--- src/core/sicr_pkg.sv ---
// sicr_pkg: constants for the serial interface configuration register bank.
// assumes a 40 MHz system clock and a serial clock sampled by that clock.
package sicr_pkg;

	// register addresses (15-bit serial address space)
	localparam logic [14:0] ADDR_CFG_A      = 15'h0000;
	localparam logic [14:0] ADDR_CFG_B      = 15'h0001;
	localparam logic [14:0] ADDR_CHIP_CLASS = 15'h0003;
	localparam logic [14:0] ADDR_PROD_LOW   = 15'h0004;
	localparam logic [14:0] ADDR_PROD_HIGH  = 15'h0005;

	// field positions in interface_config_a
	localparam int BIT_FOUR_WIRE  = 3;
	localparam int BIT_STREAM_UP  = 2;
	localparam int BIT_LOW_FIRST  = 1;
	localparam int BIT_SELF_RESET = 0;
	// field positions in interface_config_b and the trigger vector
	localparam int BIT_AUX1 = 2;
	localparam int BIT_AUX0 = 1;
	localparam int CFG_B_HI = 3;

	// reset values
	localparam logic [3:1] CFG_A_RESET    = 3'h0;
	localparam logic [4:0] CFG_B_HI_RESET = 5'h00;

	// frame layout
	localparam logic [3:0] INSTR_LAST = 4'hF;
	localparam logic [3:0] BYTE_LAST  = 4'h7;
	localparam logic [7:0] UNMAPPED   = 8'h00;

	// soft reset pulse length, rounded up to whole clock cycles
	localparam int CLK_PERIOD_NS     = 25;
	localparam int RESET_PULSE_NS    = 100;
	localparam int RESET_PULSE_INT   = (RESET_PULSE_NS + CLK_PERIOD_NS - 1) / CLK_PERIOD_NS;
	localparam logic [2:0] PULSE_CYC = 3'(RESET_PULSE_INT < 1 ? 1 : RESET_PULSE_INT);

	// transfer phase, one-hot
	typedef enum logic [2:0] {
		PH_IDLE  = 3'h1,
		PH_INSTR = 3'h2,
		PH_DATA  = 3'h4
	} sicr_phase_e;

	// whole state of the register bank
	typedef struct packed {
		logic        sclk_s1;
		logic        sclk_s2;
		logic        sclk_s3;
		logic        cs_n_s1;
		logic        cs_n_s2;
		logic        din_s1;
		logic        din_s2;
		sicr_phase_e phase;
		logic [3:0]  bit_cnt;
		logic [15:0] shift;
		logic        rw;
		logic [14:0] addr;
		logic [7:0]  out_byte;
		logic [3:1]  cfg_a;
		logic [4:0]  cfg_b_hi;
		logic [2:0]  trig;
		logic [8:0]  pulse_cnt;
		logic        sdio_out;
		logic        sdio_oe;
		logic        sdo_out;
		logic [2:0]  rst_out;
	} sicr_state_s;

endpackage

--- src/core/sicr_regs.sv ---
// sicr_regs: serial port slave with the interface configuration and id registers.
// assumes SCLK, CS_N and SDIO come from pins; mode 0, host samples on the rising edge.
`timescale 1ns/100ps
module sicr_regs #(
	parameter logic [7:0]  CHIP_CLASS = 8'h5A,   // arbitrary value
	parameter logic [15:0] PART_ID    = 16'h1234 // arbitrary value
) (
	input  wire logic MCLK_IN,
	input  wire logic RST_IN,
	input  wire logic SPI_SCLK_IN,
	input  wire logic SPI_CS_N_IN,
	input  wire logic SPI_SDIO_IN,
	output logic      SPI_SDIO_OUT,
	output logic      SPI_SDIO_OE_OUT,
	output logic      SPI_SDO_OUT,
	output logic      SOFT_RESET_OUT,
	output logic      AUX_RESET0_OUT,
	output logic      AUX_RESET1_OUT
);
	import sicr_pkg::*;

	sicr_state_s st_reg;
	sicr_state_s st_next;
	logic        sclk_rise;
	logic        sclk_fall;
	logic        byte_end;
	logic        instr_end;
	logic        low_first;
	logic [15:0] sh_new;
	logic [15:0] word;
	logic [7:0]  wr_byte;
	logic [14:0] addr_step;

	// bit reversal for LSB-first frames
	function automatic logic [15:0] sicr_rev16(input logic [15:0] v);
		logic [15:0] r;
		r = '0;
		for (int i = 0; i < 16; i++) begin
			r[i] = v[15 - i];
		end
		return r;
	endfunction

	function automatic logic [7:0] sicr_rev8(input logic [7:0] v);
		logic [7:0] r;
		r = '0;
		for (int i = 0; i < 8; i++) begin
			r[i] = v[7 - i];
		end
		return r;
	endfunction

	// register read decode
	function automatic logic [7:0] sicr_read(input logic [14:0] a, input logic [3:1] ca,
			input logic [4:0] cb, input logic [2:0] tg);
		logic [3:0] m;
		m = {ca, tg[BIT_SELF_RESET]};
		unique case (a)
			// mirror copies
			// mirror bits
			ADDR_CFG_A:      return {m[0], m[1], m[2], m[3], m};
			ADDR_CFG_B:      return {cb, tg[BIT_AUX1], tg[BIT_AUX0], 1'b0};
			ADDR_CHIP_CLASS: return CHIP_CLASS;
			ADDR_PROD_LOW:   return PART_ID[7:0];
			ADDR_PROD_HIGH:  return PART_ID[15:8];
			default:         return UNMAPPED;
		endcase
	endfunction

	// next-state logic
	always_comb begin
		st_next   = st_reg;
		// pin synchronisers
		st_next.sclk_s1 = SPI_SCLK_IN;
		st_next.sclk_s2 = st_reg.sclk_s1;
		st_next.sclk_s3 = st_reg.sclk_s2;
		st_next.cs_n_s1 = SPI_CS_N_IN;
		st_next.cs_n_s2 = st_reg.cs_n_s1;
		st_next.din_s1  = SPI_SDIO_IN;
		st_next.din_s2  = st_reg.din_s1;
		sclk_rise = st_reg.sclk_s2 & ~st_reg.sclk_s3;
		sclk_fall = ~st_reg.sclk_s2 & st_reg.sclk_s3;
		low_first = st_reg.cfg_a[BIT_LOW_FIRST];
		sh_new    = {st_reg.shift[14:0], st_reg.din_s2};
		word      = low_first ? sicr_rev16(sh_new) : sh_new;
		wr_byte   = low_first ? sicr_rev8(sh_new[7:0]) : sh_new[7:0];
		instr_end = 1'b0;
		byte_end  = 1'b0;
		addr_step = st_reg.cfg_a[BIT_STREAM_UP] ? st_reg.addr + 15'h0001 : st_reg.addr - 15'h0001;

		// reset pulse timers; completion clears the trigger and, for the main one, the modes
		for (int i = 0; i < 3; i++) begin
			if (st_reg.pulse_cnt[i*3 +: 3] != 3'h0) begin
				st_next.pulse_cnt[i*3 +: 3] = st_reg.pulse_cnt[i*3 +: 3] - 3'h1;
				if (st_reg.pulse_cnt[i*3 +: 3] == 3'h1) begin
					st_next.trig[i] = 1'b0;
					if (i == BIT_SELF_RESET) begin
						st_next.cfg_a    = CFG_A_RESET;
						st_next.cfg_b_hi = CFG_B_HI_RESET;
					end
				end
			end
		end

		// frame tracking
		unique case (st_reg.phase)
			PH_IDLE: begin
				if (!st_reg.cs_n_s2) begin
					st_next.phase   = PH_INSTR;
					st_next.bit_cnt = 4'h0;
				end
			end
			PH_INSTR: begin
				if (sclk_rise) begin
					st_next.shift   = sh_new;
					st_next.bit_cnt = st_reg.bit_cnt + 4'h1;
					if (st_reg.bit_cnt == INSTR_LAST) begin
						instr_end        = 1'b1;
						st_next.phase    = PH_DATA;
						st_next.bit_cnt  = 4'h0;
						st_next.rw       = word[15];
						st_next.addr     = word[14:0];
						st_next.out_byte = sicr_read(word[14:0], st_reg.cfg_a, st_reg.cfg_b_hi, st_reg.trig);
					end
				end
			end
			PH_DATA: begin
				if (sclk_rise) begin
					st_next.shift   = sh_new;
					st_next.bit_cnt = st_reg.bit_cnt + 4'h1;
					if (st_reg.bit_cnt == BYTE_LAST) begin
						byte_end         = 1'b1;
						st_next.bit_cnt  = 4'h0;
						st_next.addr     = addr_step;
						st_next.out_byte = sicr_read(addr_step, st_next.cfg_a, st_next.cfg_b_hi, st_next.trig);
						// writes after timer clears: a new trigger wins
						if (!st_reg.rw && st_reg.addr == ADDR_CFG_A) begin
							st_next.cfg_a = wr_byte[BIT_FOUR_WIRE:BIT_LOW_FIRST];
							if (wr_byte[BIT_SELF_RESET]) begin
								st_next.trig[BIT_SELF_RESET]    = 1'b1;
								st_next.pulse_cnt[2:0]          = PULSE_CYC;
							end
						end
						if (!st_reg.rw && st_reg.addr == ADDR_CFG_B) begin
							st_next.cfg_b_hi = wr_byte[7:CFG_B_HI];
							if (wr_byte[BIT_AUX1]) begin
								st_next.trig[BIT_AUX1]  = 1'b1;
								st_next.pulse_cnt[8:6]  = PULSE_CYC;
							end
							if (wr_byte[BIT_AUX0]) begin
								st_next.trig[BIT_AUX0]  = 1'b1;
								st_next.pulse_cnt[5:3]  = PULSE_CYC;
							end
						end
						st_next.out_byte = sicr_read(addr_step, st_next.cfg_a, st_next.cfg_b_hi, st_next.trig);
					end
				end
			end
		endcase

		// read data goes out on the falling edge
		if (st_reg.phase == PH_DATA && st_reg.rw && sclk_fall) begin
			st_next.sdio_out = low_first ? st_reg.out_byte[st_reg.bit_cnt[2:0]]
				: st_reg.out_byte[3'h7 - st_reg.bit_cnt[2:0]];
			st_next.sdo_out  = st_next.sdio_out;
		end
		// 4-wire uses SDO, 3-wire turns SDIO round
		st_next.sdio_oe = (st_reg.phase == PH_DATA) && st_reg.rw && !st_reg.cfg_a[BIT_FOUR_WIRE]
			&& !st_reg.cs_n_s2;

		// chip select released ends the frame
		if (st_reg.cs_n_s2) begin
			st_next.phase   = PH_IDLE;
			st_next.sdio_oe = 1'b0;
		end
		for (int i = 0; i < 3; i++) begin
			st_next.rst_out[i] = st_next.pulse_cnt[i*3 +: 3] != 3'h0;
		end
	end

	// state register
	always_ff @(posedge MCLK_IN or posedge RST_IN) begin
		if (RST_IN) begin
			st_reg         <= '0;
			st_reg.phase   <= PH_IDLE;
			// select flops start deselected, so no false frame start follows reset
			st_reg.cs_n_s1 <= 1'b1;
			st_reg.cs_n_s2 <= 1'b1;
		end else begin
			st_reg <= st_next;
		end
	end

	// outputs straight from flops
	assign SPI_SDIO_OUT    = st_reg.sdio_out;
	assign SPI_SDIO_OE_OUT = st_reg.sdio_oe;
	assign SPI_SDO_OUT     = st_reg.sdo_out;
	assign SOFT_RESET_OUT  = st_reg.rst_out[BIT_SELF_RESET];
	assign AUX_RESET0_OUT  = st_reg.rst_out[BIT_AUX0];
	assign AUX_RESET1_OUT  = st_reg.rst_out[BIT_AUX1];
endmodule // sicr_regs

--- config.mk ---
export PLATFORM = sky130hd
export DESIGN_NAME = sicr_regs
export DESIGN_NICKNAME = d
export VERILOG_FILES = /design/src/core/sicr_pkg.sv /design/src/core/sicr_regs.sv
export SDC_FILE = /design/constraint.sdc
export NUM_CORES = 1
export LEC_CHECK = 0
export BUFFER_PORTS_ARGS = -buffer_cell sky130_fd_sc_hd__buf_2
export CORE_MARGIN = 3
export CORE_UTILIZATION = 45
export CTS_BUF_LIST = sky130_fd_sc_hd__clkbuf_16
export CTS_CLUSTER_SIZE = 28
export DETAILED_ROUTE_END_ITERATION = 8
export PLACE_DENSITY_LB_ADDON = 0.12
export SETUP_SLACK_MARGIN = 0.3
export SLEW_MARGIN = 20
export SYNTH_ARGS = -nofsm -noshare
export SYNTH_HDL_FRONTEND = slang
export SYNTH_SLANG_ARGS = --single-unit
--- constraint.sdc ---
create_clock -name MCLK_IN -period 2.6 [get_ports MCLK_IN]
set_clock_uncertainty 0.15 [all_clocks]
set_input_delay 0.26 -clock MCLK_IN [delete_from_list [all_inputs] [get_ports MCLK_IN]]
set_output_delay 0.26 -clock MCLK_IN [all_outputs]
set_load 0.02 [all_outputs]
Word-level counts from Yosys, hierarchy flattened
Cells that the tools add are included.

storage, ports and cells
  bits in registers = 78
  latch bits = 0
  bits in writable memories = 0
  memory bits (read-only) = 0
  input bits = 5
  output and inout port bits = 6
  memories = 0

cells by class
  add/sub/neg operators = 7
  multipliers = 0
  divide/modulo/power cells = 0
  order comparisons = 2
  eq/ne operators = 24
  shifts and indexed selects = 0
  muxes and demuxes = 47
  bitwise gates (word level) = 4
  reduce and logical (&&, ||, !) cells = 25

operators by type and width
  cell                                                                  count
  43-bit two-way mux                                                    2
  8-bit one-hot mux with 5 select lines                                 2
  15-bit by 3-bit == test with 1-bit output, second input constant      4
  47-bit two-way mux                                                    1
  23-bit one-hot mux with 2 select lines                                1
  15-bit by 1-bit == test with 1-bit output, second input constant      3
  15-bit zero test                                                      3
  20-bit two-way mux                                                    2
  15-bit by 2-bit == test with 1-bit output, second input constant      2
  15-bit one-hot mux with 2 select lines                                1
  3-bit two-way mux                                                     9
  24-bit two-way mux                                                    1
  8-bit two-way mux                                                     3
  7-bit two-way mux                                                     3
  3-bit nonzero test                                                    7
  16-bit two-way mux                                                    1
  15-bit by 1-bit adder with 15-bit output, second input constant       1
  15-bit two-way mux                                                    1
  15-bit by 1-bit subtractor with 15-bit output, second input constant  1
  1-bit two-way mux                                                     14
  3-bit by 1-bit == test with 1-bit output, second input constant       4
  4-bit one-hot mux with 3 select lines                                 1
  3-bit AND reduction                                                   4
  2-bit inequality test, second input constant                          5
  other kinds (19)                                                      33

Longest topological paths before layout
  depth after elaboration = 10
  gate-level depth with buffers = 10
  depth with buffers taken out = 9

Worst setup path after synthesis
OpenSTA, ideal clock, no wires.

  path kind = register -> register
  start point = reg st_reg[36] (netlist bit)
  end point = reg st_reg[33] (netlist bit)
  setup time = 0.092 ns
  arrival time = 2.544 ns
  required time = 2.358 ns
  setup slack = -0.186 ns
  stages on the path, launching flop included = 9
  path buffers = 1
  clock period less this slack = 2.786 ns
  path through = dfrtp_1 > buf_2 > or4_1 > nor4_1 > o21ai_0 > xor2_1 > nand4_1 > or4_4 > o31ai_2

on the way
  longest elaborated chain between the ends = 7

ends and longest elaborated chain
  item                                                                   RTL line          text
  start, declared                                                        sicr_regs.sv:22   sicr_state_s st_reg;
  start signal, assigned                                                 sicr_regs.sv:190  st_reg <= st_next;
  15-bit by 1-bit subtractor with 15-bit output (tied with other cells)  sicr_regs.sv:89   addr_step = st_reg.cfg_a[BIT_STREAM_UP] ? st_reg.addr + 15'h0001 : st_reg.addr - 15'h0001;
  15-bit two-way mux (tied with other cells)                             sicr_regs.sv:89
  15-bit by 3-bit == test with 1-bit output (tied with other cells)      -
  8-bit one-hot mux with 5 select lines *                                sicr_regs.sv:58   unique case (a)
  43-bit two-way mux *                                                   sicr_regs.sv:131  if (st_reg.bit_cnt == BYTE_LAST) begin
  43-bit two-way mux *                                                   sicr_regs.sv:128  if (sclk_rise) begin
  23-bit one-hot mux with 2 select lines *                               sicr_regs.sv:106  unique case (st_reg.phase)

Every way passes the cells marked *; elsewhere a longest branch is shown, timed or not. The select of a mux whose other input is x is not followed.
A chain may end at the register's enable or synchronous reset.

Final worst setup path
  start point = reg st_reg[35] (netlist bit)
  end point = reg st_reg[26] (netlist bit)

on the way
  longest elaborated chain between the ends = 7

ends and longest elaborated chain
  item                                                                   RTL line
  15-bit by 1-bit subtractor with 15-bit output (tied with other cells)  sicr_regs.sv:89
  15-bit two-way mux / 1-bit logical AND (equally long branches)         sicr_regs.sv:89, sicr_regs.sv:137
  15-bit by 3-bit == test with 1-bit output (tied with other cells)      -
  8-bit one-hot mux with 5 select lines *                                sicr_regs.sv:58
  43-bit two-way mux *                                                   sicr_regs.sv:131
  43-bit two-way mux *                                                   sicr_regs.sv:128
  23-bit one-hot mux with 2 select lines *                               sicr_regs.sv:106

Marked as above.

==> metrics.md <==
| Metric | Value |
|---|---|
| Synth top area cells | `dfrtp_1 (38%), o21ai_0 (6.0%), mux2_2 (4.4%)` |
| Post-route cell area | `6420 um2` |
| GR peak layer | `met2` |
| GR Util met3 | `0.0499` |
| Final Max Tran Viols | `0` |
| Initial antenna violation count | `0` |
| Adder-cell area share of the yosys netlist | `0.0357` |
| EDFF count, synth | `0` |
| Setup violations, final | `6` |
| Sw frac | `0.247` |
| Total GRT Usage | `0.224` |
| Synth area leader | `dfrtp_1` |
| Synth Area in XOR/XNOR | `0.0303` |
| Root Buffer Master | `clkbuf_16` |
| I/O Buffers | `10` |
| DRC viols | `0` |
| Layout Nets | `664` |
| First-pass DRT Iterations | `6` |
| WL per Instance | `17.4 um` |
| Comb pwr share | `0.095` |
| CTS tree | `yes` |
| Clock Latency Late Sink | `0.35 ns` |
| Final Non-Filler Cells | `786` |
| Maximum number of pins on one net before global-route repair | `79` |
| VDD IR max | `0.306 mV` |
| Period utilization | `1.07` |
| Worst setup path class | `reg2reg` |
| Via count | `4571` |
| DRT Wirelength | `13.7 mm` |
| Cells after DPL | `742` |
| Worst min-delay path category | `reg2reg` |
| Flop2flop setup slack | `-0.18 ns` |
| Failing checks | `negative setup slack` |
| Die area | `12200 um2` |
| Die height | `110 um` |
| Yosys top cell area share | `0.382` |
| Diode count | `0` |
| Total grt overflow | `0` |
| I/O pins | `11` |
| Internal power | `2.18 mW` |
| Post-DP Area | `5710 um2` |
| Initial Util | `0.470` |
| FF+latch count, synth | `78` |
| Startpoint types | `flip-flop` |
| H-tree depth | `3` |
| DRT antenna net count | `0` |
| Post-synth ARST share | `1.00` |
| Pleak | `2.85 nW` |
| Avg Inst Size Synth | `8.95 um2` |
| Minimum clock period after layout | `2.78 ns` |
| Mux share of post-synthesis cell area | `0.101` |
| Largest register FFs | `52` |
| FILL cells | `904` |
| Max cap viols | `0` |
| Number of global-route vias before repair | `4272` |
| Number of vias per cell | `5.82` |
| Yosys cell types | `61` |
| Core Region | `10500 um2` |
| DP HPWL | `9.84 mm` |
| Slowest-stage cell, CP | `or4_4` |
| Syn. warnings | `0` |
| Worst Path Required | `2.70 ns` |
| Clock network power share | `0.470` |
| DRT iter0 DRCs | `411` |
| Sw Pwr | `717 uW` |
| Clock sink total | `78` |
| Post-route setup TNS | `-0.704 ns` |
| Fraction of layout cells with a size suffix above 1 | `0.331` |
| CP Max Fanout | `4` |
| Area growth from synthesis to layout | `30.6%` |
| Mapped Area | `4910 um2` |
| RSZ-0062 raised after global routing | `yes` |
| Gpl congestion | `0.909` |
| CP arrival | `2.88 ns` |
| Post-synthesis sequential area ratio | `0.398` |
| Status | `finished, violations left` |
| Die X | `110 um` |
| Seq pwr share | `0.436` |
| Relative slew slack | `0.447` |
| Crit path cell chain | `inv_2 -> ha_4 -> nor4b_4 -> buf_4 -> and3_4 -> or3_4 -> a211oi_2 -> nand4_1 -> or4_4 -> o31ai_4` |
| Crit. End Element | `flip-flop` |
| FP Rows | `37` |
| Worst slew pin tran | `0.830 ns` |
| Pwr dens | `452 nW/um2` |
| Complex-gate fraction of the synthesized area | `0.182` |
| Most frequent cell after synthesis | `dfrtp_1` |
| Synth Area in Simple Gates | `0.209` |
| Largest family of logic cells by synthesized area | `simple AND/OR/NAND/NOR gates` |
| Mapped Nets | `568` |
| Met1 usage | `0.314` |
| Fin worst setup slack | `-0.180 ns` |
| Critical path's largest stage delay | `0.56 ns` |
| First-pass GRT wire length | `22.3 mm` |
| Top post-synthesis cells by count | `dfrtp_1 (75), o21ai_0 (59), nor2_1 (45), a21oi_1 (39), nand2_1 (36)` |
| CTS buffer count | `9` |
| Fmax | `0.360 GHz` |
| Final core occ | `0.613` |
| Met2 usage | `0.346` |
| Final hold vios | `0` |
| Synthesized instance count | `549` |
| Ys flop type | `dfrtp_1` |
| Clk pin slew, worst setup/hold paths | `0.06 ns` |
| Buffer depth of the longest clock path | `2` |
cell usage in the layout, fill, tap and decap left out, types with 4 or more instances in the layout:
cell type	count
nand3_1	24
dfrtp_1	70
o22ai_1	6
o21ai_1	12
mux2i_1	17
buf_2	10
or3_1	4
nor2_1	43
a21oi_1	39
xor2_1	6
nand2_1	36
nor3_1	13
nand3_2	4
mux4_2	5
a22oi_1	4
a21o_1	6
ha_1	11
or2_2	7
mux2_2	19
dfrtp_2	5
buf_6	4
clkbuf_16	9
xnor2_1	11
inv_1	15
nor4_1	5
nand4_1	6
or4_4	4
nand2b_1	9
buf_4	100
a211oi_1	4
nor2b_1	9
o21ai_0	44
dlygate4sd3_1	4
repair_timing:
item | in CTS | in global routing
hold buffers | 4 | 0
hold endpoints to repair | 78 | 0
endpoints found under the setup margin | 24 | 15
setup buffers | 8 | 16
pin swaps | 14 | 23
resized for setup | 21 | 28
layer usage:
layer  wire length (um)  part of all wire
met1               6280              0.46
met2               6430              0.47
met3                682             0.050
met4                260             0.019
met5                  0                 0
per-stage QoR:
step	total power [mW]	hold WS (ns)	worst slack (ns)
5_1_grt	3.01	0.209	-0.315
2_1_floorplan	1.44	0.114	-0.00585
6_report	2.90	0.198	-0.180
4_1_cts	2.90	0.201	-0.145
3_3_place_gp	1.54	0.183	-0.0844
3_5_place_dp	1.54	0.188	-0.183
layout make-up:
cell class,count,area [um2],area share
clock buffers,9,225,0.0351
clock inverters,7,90.1,0.0140
multi-input cells,418,2960,0.461
well taps,136,170,0.0265
inverters,17,67.6,0.0105
repair buffers,121,941,0.147
flip-flops and latches,78,1960,0.306
final timing paths:
kind                            depth (start not counted)           to         from
max in group asynchronous                               4   st_reg[70]       RST_IN
worst min-delay path                                    0    sh_new[0]  st_next[73]
worst min register to register                          0    sh_new[0]  st_next[73]
worst max-delay path                                   10   st_reg[26]   st_reg[35]
min in group asynchronous                               4  st_next[73]       RST_IN
worst max register to register                         10   st_reg[26]   st_reg[35]
power groups by stage:
stage | Combinational (mW) | Clock [mW] | Sequential, mW
final | 0.275 | 1.36 | 1.26
after CTS | 0.264 | 1.38 | 1.26
after global placement | 0.252 | 0 | 1.28
after detailed placement | 0.256 | 0 | 1.28
after global routing | 0.305 | 1.44 | 1.27
after floorplan | 0.158 | 0 | 1.28
critical path, delay by kind of cell (launching register included):
kind / cells / cell delay [ns]
buffers and inverters: 2 / 0.21
adder cells (fa/ha/maj): 1 / 0.15
AO/OA/AOI/OAI: 2 / 0.39
flip-flops: 1 / 0.39
AND/OR/NAND/NOR: 5 / 1.39
cell families after synthesis:
group	count (synthesis)
buffers and inverters	53
XOR/XNOR	17
AND/OR/NAND/NOR	197
multiplexers	41
adder cells (fa/ha/maj)	14
flip-flops	78
AO/OA/AOI/OAI	149
(Power assumes the default switching activity.)
